$ cat config.mk
export PLATFORM = sky130hd
export DESIGN_NAME = chgc_regs
export DESIGN_NICKNAME = d
export VERILOG_FILES = /design/src/pkg/chgc_pkg.sv /design/src/pkg/chgc_dec_if.sv /design/src/core/chgc_regs.sv /design/src/core/chgc_decode.sv
export VERILOG_INCLUDE_DIRS = /design/src /design/src/pkg
export SDC_FILE = /design/constraint.sdc
export NUM_CORES = 1
export LEC_CHECK = 0
export BUFFER_PORTS_ARGS = -buffer_cell sky130_fd_sc_hd__buf_2
export CAP_MARGIN = 20
export CORE_MARGIN = 5
export CORE_UTILIZATION = 48
export CTS_BUF_LIST = sky130_fd_sc_hd__clkbuf_4 sky130_fd_sc_hd__clkbuf_8
export DETAILED_ROUTE_END_ITERATION = 10
export PLACE_DENSITY = 0.74
export SLEW_MARGIN = 20
export SYNTH_ARGS = -nofsm -noshare
export SYNTH_HDL_FRONTEND = slang
export SYNTH_SLANG_ARGS = --single-unit
$ cat constraint.sdc
create_clock -name mclk -period 5.9 [get_ports mclk]
set_input_delay 0.59 -clock mclk [delete_from_list [all_inputs] [get_ports mclk]]
set_output_delay 0.59 -clock mclk [all_outputs]
set_load 0.02 [all_outputs]
$ cat src/pkg/chgc_consts.svh
/*
  Offsets, field positions, reset values and decode constants of the charger
  configuration registers. Assumes it is included by its bare name.
*/
`ifndef CHGC_CONSTS_SVH
`define CHGC_CONSTS_SVH

`define CHGC_ADDR_CURR      8'h03
`define CHGC_ADDR_LOOP      8'h04
`define CHGC_ADDR_TMR       8'h05

`define CHGC_RST_CURR       8'hf8
`define CHGC_RST_LOOP       8'h02
`define CHGC_RST_TMR        8'ha8

`define CHGC_LOOP_RW_MASK   8'h37
`define CHGC_BIT_REDUCED    5
`define CHGC_BIT_DETECT     4
`define CHGC_BIT_CE         3
`define CHGC_BIT_STRETCH    7
`define CHGC_BIT_ISOLATE    4
`define CHGC_BIT_THERMISTOR_MONITOR_ENABLE      3

`define CHGC_FAST_CHARGE_CURRENT_OFS_MA    12'd500
`define CHGC_FAST_CHARGE_CURRENT_STEP_MA   12'd50
`define CHGC_FAST_CHARGE_CURRENT_MAX_MA    12'd2000
`define CHGC_REDUCED_MA     12'd330
`define CHGC_TERMINATION_CURRENT_OFS_MA   12'd50
`define CHGC_TERMINATION_CURRENT_STEP_MA  12'd25
`define CHGC_VIN_OFS_MV     13'd4200
`define CHGC_VIN_STEP_MV    13'd80

`define CHGC_TMR_SHORT_MIN  10'd45
`define CHGC_TMR_MID_MIN    10'd360
`define CHGC_TMR_LONG_MIN   10'd540
`define CHGC_TS_OPEN        3'h7

`endif

$ cat src/pkg/chgc_pkg.sv
/*
  Types shared by the charger configuration register block.
  Assumes nothing beyond a SystemVerilog compiler.
*/
package chgc_pkg;
  // Encoding order equals the reported loop status code
  typedef enum logic [1:0] {
    CHGC_LOOP_NONE,
    CHGC_LOOP_VIN,
    CHGC_LOOP_ILIM,
    CHGC_LOOP_THERM
  } chgc_loop_t;
endpackage : chgc_pkg

$ cat src/pkg/chgc_dec_if.sv
/*
  Carrier between the register block and its setting decoder.
  Assumes both ends sit in the same clock domain.
*/
interface chgc_dec_if;
  logic [4:0]  fast_charge_current_code;
  logic [2:0]  termination_current_code;
  logic [2:0]  vin_code;
  logic        reduced;
  logic        host_mode;
  logic [11:0] chg_ma;
  logic [11:0] term_ma;
  logic [12:0] vin_mv;
  logic        ext_mode;
  logic        term_tenth;

  modport regs (output fast_charge_current_code, termination_current_code, vin_code, reduced, host_mode,
                input  chg_ma, term_ma, vin_mv, ext_mode, term_tenth);
  modport dec  (input  fast_charge_current_code, termination_current_code, vin_code, reduced, host_mode,
                output chg_ma, term_ma, vin_mv, ext_mode, term_tenth);
endinterface : chgc_dec_if

$ cat src/core/chgc_regs.sv
/*
  Charger configuration registers at 03..05 with loop arbitration, loop
  status latch, detection trigger and derived control outputs.
  Assumes the serial bus engine delivers decoded byte accesses synchronous
  to mclk, and that all status inputs are synchronous to mclk.
*/
`include "chgc_consts.svh"

module chgc_regs
  import chgc_pkg::*;
(
  input  wire logic        mclk,
  input  wire logic        rst_n,
  input  wire logic [7:0]  reg_addr,
  input  wire logic        reg_wr,
  input  wire logic [7:0]  reg_wdata,
  input  wire logic        reg_rd,
  output logic      [7:0]  reg_rdata,
  input  wire logic        wdog_expired,
  input  wire logic        ce_pin,
  input  wire logic        input_present,
  input  wire logic        vin_loop_req,
  input  wire logic        ilim_loop_req,
  input  wire logic        therm_loop_req,
  input  wire logic        power_path_active,
  input  wire logic [2:0]  ts_fault_in,
  input  wire logic        detect_done,
  output logic             detect_start,
  output logic             host_mode,
  output logic             ext_charge_mode,
  output logic             term_tenth_mode,
  output logic      [11:0] chg_current_ma,
  output logic      [11:0] term_current_ma,
  output logic      [12:0] vin_floor_mv,
  output logic      [2:0]  loop_in_control,
  output logic             timer_half_speed,
  output logic      [9:0]  timer_limit_min,
  output logic             timer_disabled,
  output logic             batt_switch_off,
  output logic             ts_monitor_en
);
  logic [7:0] curr_reg;
  logic [7:0] loop_ctl_reg;
  logic [7:0] tmr_reg;
  chgc_loop_t grant_reg, grant_next;
  chgc_loop_t status_reg;
  logic       host_reg;
  logic       detect_reg;
  logic [2:0] ts_code;

  chgc_dec_if dif ();

  wire wr_curr = reg_wr && (reg_addr == `CHGC_ADDR_CURR);
  wire wr_loop = reg_wr && (reg_addr == `CHGC_ADDR_LOOP);
  wire wr_tmr  = reg_wr && (reg_addr == `CHGC_ADDR_TMR);
  wire rd_loop = reg_rd && (reg_addr == `CHGC_ADDR_LOOP);
  wire wr_any  = wr_curr || wr_loop || wr_tmr;

  // Fully writable current register
  always_ff @(posedge mclk or negedge rst_n) begin
    if (!rst_n)
      curr_reg <= `CHGC_RST_CURR;
    else if (wr_curr)
      curr_reg <= reg_wdata;
  end

  // Only the writable bits of 04 are stored; status bits never take host data
  always_ff @(posedge mclk or negedge rst_n) begin
    if (!rst_n)
      loop_ctl_reg <= `CHGC_RST_LOOP;
    else if (wr_loop)
      loop_ctl_reg <= reg_wdata & `CHGC_LOOP_RW_MASK;
  end

  // Timer/thermistor control; bits 2:0 are status and stay clear here
  always_ff @(posedge mclk or negedge rst_n) begin
    if (!rst_n)
      tmr_reg <= `CHGC_RST_TMR;
    else if (wr_tmr)
      tmr_reg <= {reg_wdata[7:3], 3'b000};
  end

  // Host mode starts on any write to 03..05; a write in the expiry cycle keeps it
  always_ff @(posedge mclk or negedge rst_n) begin
    if (!rst_n)
      host_reg <= 1'b0;
    else if (wr_any)
      host_reg <= 1'b1;
    else if (wdog_expired)
      host_reg <= 1'b0;
  end

  // Detection request: a fresh write of one beats a completion in the same cycle
  always_ff @(posedge mclk or negedge rst_n) begin
    if (!rst_n)
      detect_reg <= 1'b0;
    else if (wr_loop && reg_wdata[`CHGC_BIT_DETECT])
      detect_reg <= 1'b1;
    else if (detect_done)
      detect_reg <= 1'b0;
  end

  // One start pulse per write of one to the detect bit, independent of input power
  always_ff @(posedge mclk or negedge rst_n) begin
    if (!rst_n)
      detect_start <= 1'b0;
    else
      detect_start <= wr_loop && reg_wdata[`CHGC_BIT_DETECT];
  end

  // Arbiter keeps the holder while it still asks, so control never flips mid-loop
  always_comb begin
    grant_next = CHGC_LOOP_NONE;
    if ((grant_reg == CHGC_LOOP_THERM && therm_loop_req) ||
        (grant_reg == CHGC_LOOP_ILIM && ilim_loop_req) ||
        (grant_reg == CHGC_LOOP_VIN && vin_loop_req))
      grant_next = grant_reg;
    else if (therm_loop_req)
      grant_next = CHGC_LOOP_THERM;
    else if (ilim_loop_req)
      grant_next = CHGC_LOOP_ILIM;
    else if (vin_loop_req)
      grant_next = CHGC_LOOP_VIN;
  end

  always_ff @(posedge mclk or negedge rst_n) begin
    if (!rst_n)
      grant_reg <= CHGC_LOOP_NONE;
    else
      grant_reg <= grant_next;
  end

  // First event sticks; a new event in the read cycle is kept, not lost
  always_ff @(posedge mclk or negedge rst_n) begin
    if (!rst_n)
      status_reg <= CHGC_LOOP_NONE;
    else if ((status_reg == CHGC_LOOP_NONE || rd_loop) && grant_reg != CHGC_LOOP_NONE)
      status_reg <= grant_reg;
    else if (rd_loop)
      status_reg <= CHGC_LOOP_NONE;
  end

  // Disabled monitoring reads as open
  assign ts_code = tmr_reg[`CHGC_BIT_THERMISTOR_MONITOR_ENABLE] ? ts_fault_in : `CHGC_TS_OPEN;

  // Read data registered; unmapped offsets read zero
  always_ff @(posedge mclk or negedge rst_n) begin
    if (!rst_n)
      reg_rdata <= 8'h00;
    else if (reg_rd) begin
      unique case (reg_addr)
        `CHGC_ADDR_CURR: reg_rdata <= curr_reg;
        `CHGC_ADDR_LOOP: reg_rdata <= {status_reg, loop_ctl_reg[5], detect_reg,
                                       ce_pin, loop_ctl_reg[2:0]};
        `CHGC_ADDR_TMR:  reg_rdata <= {tmr_reg[7:3], ts_code};
        default:         reg_rdata <= 8'h00;
      endcase
    end
  end

  // Codes to the decoder
  assign dif.fast_charge_current_code  = curr_reg[7:3];
  assign dif.termination_current_code = curr_reg[2:0];
  assign dif.vin_code   = loop_ctl_reg[2:0];
  assign dif.reduced    = loop_ctl_reg[`CHGC_BIT_REDUCED];
  assign dif.host_mode  = host_reg;

  chgc_decode u_dec (
    .d (dif.dec)
  );

  // Decoded settings registered for clean outputs
  always_ff @(posedge mclk or negedge rst_n) begin
    if (!rst_n) begin
      ext_charge_mode <= 1'b1;
      term_tenth_mode <= 1'b1;
      chg_current_ma  <= 12'h000;
      term_current_ma <= 12'h000;
      vin_floor_mv    <= 13'h0000;
      host_mode       <= 1'b0;
    end else begin
      ext_charge_mode <= dif.ext_mode;
      term_tenth_mode <= dif.term_tenth;
      chg_current_ma  <= dif.chg_ma;
      term_current_ma <= dif.term_ma;
      vin_floor_mv    <= dif.vin_mv;
      host_mode       <= host_reg;
    end
  end

  // Loop, timer and power-path controls
  always_ff @(posedge mclk or negedge rst_n) begin
    if (!rst_n) begin
      loop_in_control  <= 3'b000;
      timer_half_speed <= 1'b0;
      batt_switch_off  <= 1'b0;
      ts_monitor_en    <= 1'b1;
    end else begin
      loop_in_control  <= {grant_reg == CHGC_LOOP_THERM, grant_reg == CHGC_LOOP_ILIM,
                           grant_reg == CHGC_LOOP_VIN};
      timer_half_speed <= tmr_reg[`CHGC_BIT_STRETCH] &&
                          (grant_reg == CHGC_LOOP_THERM || grant_reg == CHGC_LOOP_VIN ||
                           power_path_active);
      batt_switch_off  <= tmr_reg[`CHGC_BIT_ISOLATE] && !input_present;
      ts_monitor_en    <= tmr_reg[`CHGC_BIT_THERMISTOR_MONITOR_ENABLE];
    end
  end

  // Timer limit decode
  always_ff @(posedge mclk or negedge rst_n) begin
    if (!rst_n) begin
      timer_limit_min <= `CHGC_TMR_MID_MIN;
      timer_disabled  <= 1'b0;
    end else begin
      unique case (tmr_reg[6:5])
        2'b00: timer_limit_min <= `CHGC_TMR_SHORT_MIN;
        2'b01: timer_limit_min <= `CHGC_TMR_MID_MIN;
        2'b10: timer_limit_min <= `CHGC_TMR_LONG_MIN;
        2'b11: timer_limit_min <= 10'h000;
      endcase
      timer_disabled <= (tmr_reg[6:5] == 2'b11);
    end
  end
endmodule : chgc_regs

$ cat src/core/chgc_decode.sv
/*
  Combinational decode of the programmed codes into currents and voltages.
  Assumes the register block supplies the codes and samples the results.
*/
`include "chgc_consts.svh"

module chgc_decode
  import chgc_pkg::*;
(
  chgc_dec_if.dec d
);
  // Offset plus code times step, shared by every linear field
  function automatic logic [12:0] chgc_lin(input logic [12:0] ofs, input logic [12:0] step,
                                           input logic [4:0] code);
    logic [17:0] prod;
    prod = step * code;
    return 13'(ofs + prod[12:0]);
  endfunction : chgc_lin

  logic [11:0] prog_ma;

  // External mode outside host mode or on all-ones code
  assign d.ext_mode   = !d.host_mode || (&d.fast_charge_current_code);
  assign d.term_tenth = d.ext_mode;
  assign prog_ma = 12'(chgc_lin({1'b0, `CHGC_FAST_CHARGE_CURRENT_OFS_MA}, {1'b0, `CHGC_FAST_CHARGE_CURRENT_STEP_MA},
                                d.fast_charge_current_code));

  // Charge current; clamp guards against any code past the ceiling
  always_comb begin
    if (d.ext_mode)
      d.chg_ma = 12'h000;
    else if (d.reduced)
      d.chg_ma = `CHGC_REDUCED_MA;
    else if (prog_ma > `CHGC_FAST_CHARGE_CURRENT_MAX_MA)
      d.chg_ma = `CHGC_FAST_CHARGE_CURRENT_MAX_MA;
    else
      d.chg_ma = prog_ma;
  end

  // Zero means the external resistor governs
  assign d.term_ma = d.ext_mode ? 12'h000 :
                     12'(chgc_lin({1'b0, `CHGC_TERMINATION_CURRENT_OFS_MA}, {1'b0, `CHGC_TERMINATION_CURRENT_STEP_MA},
                                  {2'b00, d.termination_current_code}));
  assign d.vin_mv  = d.host_mode ?
                     chgc_lin(`CHGC_VIN_OFS_MV, `CHGC_VIN_STEP_MV, {2'b00, d.vin_code}) :
                     13'h0000;
endmodule : chgc_decode

==> summary.md <==
| Metric | Value |
|---|---|
| Total CTS buffers | `9` |
| Pins Over Slew Limit | `0` |
| Yosys reg bits | `74` |
| Mapped Cells | `334` |
| Top FF cell, synth | `dfrtp_1` |
| Max Cap Viol | `0` |
| Clk Latency, worst-skew pair | `350 ps` |
| Rows | `31` |
| Via-to-Cell Ratio | `5.077` |
| Placed Instance Area | `~0.004 mm^2` |
| Commonest non-fill, non-tap cells in the layout | `buf_2, dfrtp_1, nor2_1, ha_1, nand2_1` |
| Max reg flops | `11` |
| H-Tree Depth | `3` |
| Final ANT Viol Nets | `0` |
| CP Class | `flip-flop to flip-flop` |
| PortBufs | `86` |
| CTS tree | `built` |
| Outcome | `finished, final reports clean` |
| Synth cell types | `42` |
| Worst-Margin Slew | `between 900 and 1000 ps` |
| Design Area, Final | `0.004313 mm^2` |
| Crit-path max FO | `10` |
| Comb power frac | `between 10% and 20%` |
| Post-layout net count | `roughly 480` |
| Grt total ovfl | `0` |
| First-pass GRT wire length | `12,600 um` |
| Crit path required time | `6170 ps` |
| Router iterations before antenna repair | `4` |
| RSZ-0062 raised after global routing | `false` |
| Clock Path Buffers | `2` |
| Vias in the first global route | `~2,600` |
| VDD IR max | `0.1272 mV` |
| Initial antenna violation count | `0` |
| Slew headroom | `slightly below 40%` |
| Die area | `about 0.0094 mm^2` |
| Sequential fraction of design power | `47.6%` |
| Final setup viols | `0` |
| Crit. End Element | `flip-flop` |
| Tmin final | `3767 ps` |
| EDFF count, synth | `0` |
| Fmax | `~270 MHz` |
| Final core occ | `59.15%` |
| Pleak | `2.307 nW` |
| Total power | `0.001157 W` |
| PwrDens | `268.3 mW/mm^2` |
| GRT Overall Usage | `16.73%` |
| Internal | `roughly 0.00085 W` |
| Seq/Total Area, Yosys | `51.52%` |
| Final hold viol count | `0` |
| Largest regs | `chg_current_ma: 11 flops, term_current_ma: 9 flops` |
| Net Switching | `0.0003093 W` |
| Die height | `about 97 um` |
| DR iter-0 viols | `107` |
| Die W | `96.95 um` |
| CTS root buf | `clkbuf_8` |
| Dpl hpwl | `~5800 um` |
| Fillcell total | `635` |
| Syn Std Cell Area | `roughly 0.0036 mm^2` |
| Largest net degree at the start of global routing | `75` |
| HP Class | `primary input to flip-flop` |
| Asr flop ratio synth | `100.0%` |
| Net Sw Frac | `26.73%` |
| Routability Congestion | `0.8333` |
| DRC | `0` |
| Share of cells above drive strength 1 | `32.23%` |
| Most common cell after layout, fill and taps aside | `buf_2` |
| Worst EP arrival | `4040 ps` |
| Cts repair resizes | `0` |
| Setup TNS | `0 ps` |
| Skew final | `10.00 ps` |
| Vias | `2,645` |
| Clk sinks | `74` |
| Postcts setup bufs | `0` |
| Floorplan core area | `0.007292 mm^2` |
| Starting density of the core | `49.76%` |
| P&R area growth vs syn | `18.86%` |
| Worst setup SP type | `flip-flop` |
| Antenna cells | `0` |
| Largest register by flop count | `chg_current_ma` |
| Clock Pin Slew Worst Setup and Hold Paths | `80 ps` |
| Syn avg cell area | `10.86 um^2` |
| CTS Hold Bufs | `0` |
| Final Cycle Share | `63.85%` |
| Num ports | `between 90 and 100` |
| YS warnings | `0` |
| Clock share of power | `between 30% and 40%` |
| Drt total wl | `7560 um` |
| Wire per inst | `14.51 um` |
## synthesized netlist by cell type (all sizes together) (2+ instances only)
library cell / count / area [um^2]
dfstp: 14 / 367.9
a22o: 8 / 70.07
fa: 2 / 40.04
nand3: 6 / 30.03
mux2: 15 / 168.9
nor2: 35 / 131.4
inv: 15 / 56.30
dfrtp: 60 / 1501
and2: 8 / 50.05
nand4: 2 / 12.51
clkbuf: 9 / 33.78
o22ai: 2 / 12.51
or4: 2 / 18.77
nor2b: 8 / 50.05
nand2: 20 / 75.07
o21a: 2 / 15.01
nor3: 5 / 25.02
or2: 3 / 21.27
xnor2: 6 / 52.55
a21oi: 15 / 75.07
and3: 7 / 43.79
or3: 2 / 12.51
nor4: 3 / 18.77
a31oi: 5 / 31.28
ha: 28 / 350.3
a211oi: 2 / 15.01
a22oi: 5 / 37.54
xor2: 7 / 61.31
o21ai: 13 / 65.06
buf: 16 / 116.4
## path summary, 6_finish.rpt
check | endpoint | start | slack [ps] | cells past startpoint
min reg2reg | ts_monitor_en$_DFF_PN1_ | tmr_reg[3]$_DFFE_PN1P_ | 410 | 0
min | batt_switch_off$_DFF_PN0_ | input_present | 370 | 2
max in group asynchronous | detect_reg$_DFFE_PN0P_ | rst_n | 4900 | 2
max reg2reg | chg_current_ma[4]$_DFF_PN0_ | curr_reg[4]$_DFFE_PN1P_ | 2130 | 9
max | chg_current_ma[4]$_DFF_PN0_ | curr_reg[4]$_DFFE_PN1P_ | 2130 | 9
min in group asynchronous | term_current_ma[6]$_DFF_PN0_ | rst_n | 450 | 2
## per-layer routing
layer | vias up | wire (um) | GRT usage (%)
met5 | - | 0 | 0
met4 | 0 | 148 | 6.587
met3 | 14 | 429 | 5.180
met2 | 72 | 3767 | 27.81
met1 | 1262 | 3216 | 20.24
li1 | 1297 | - | -
## critical path: stages, from the launching register on
cell	delay, ps
dfstp_2	630
ha_1	270
ha_1	290
ha_1	240
fa_1	470
a2111oi_0	820
o21ai_0	200
o32a_1	260
or3_1	360
a31oi_1	160
## final cells by class
type | instances | area, um^2 | share of cell area (%)
clock buffers | 10 | 137.6 | 3.191
clock inverters | 6 | 97.59 | 2.263
inverters | 15 | 56.30 | 1.305
multi-input cells | 230 | 1590 | 36.87
flip-flops and latches | 74 | 1869 | 43.34
well taps | 99 | 123.9 | 2.872
repair buffers | 87 | 437.9 | 10.15
## power by group through the flow
stage / combinational, W / clock [W] / sequential (W)
global placement: 0.000152 / 0 / 0.000560
detailed placement: 0.000156 / 0 / 0.000561
CTS: 0.000157 / 0.000462 / 0.000551
finish: 0.000154 / 0.000452 / 0.000551
floorplan: 0.0000947 / 0 / 0.000572
global route: 0.000174 / 0.000481 / 0.000555
## kinds of logic (layout without fill, tap and decap cells)
logic type	after synthesis	after routing	synth area share [%]
flip-flops	74	74	51.52
buffers and inverters	40	118	5.689
AO/OA/AOI/OAI	59	59	10.48
multiplexers	15	15	4.655
adder cells (fa/ha/maj)	30	30	10.76
AND/OR/NAND/NOR	102	102	13.66
XOR/XNOR	13	13	3.138
other	1	11	0.1033
## stage by stage
| step | worst slack (ps) | hold slack, ps | std cells |
|---|---|---|---|
| after global placement | 2201 | 391.5 | 505 |
| after floorplan | 2374 | 294.4 | 344 |
| after CTS | 2089 | 354.7 | 521 |
| after detailed placement | 2107 | 391.3 | 505 |
| final | 2133 | 371.2 | 521 |
| after global routing | 1729 | 362.6 | 521 |
No activity file was read; power rests on OpenSTA's default activity.
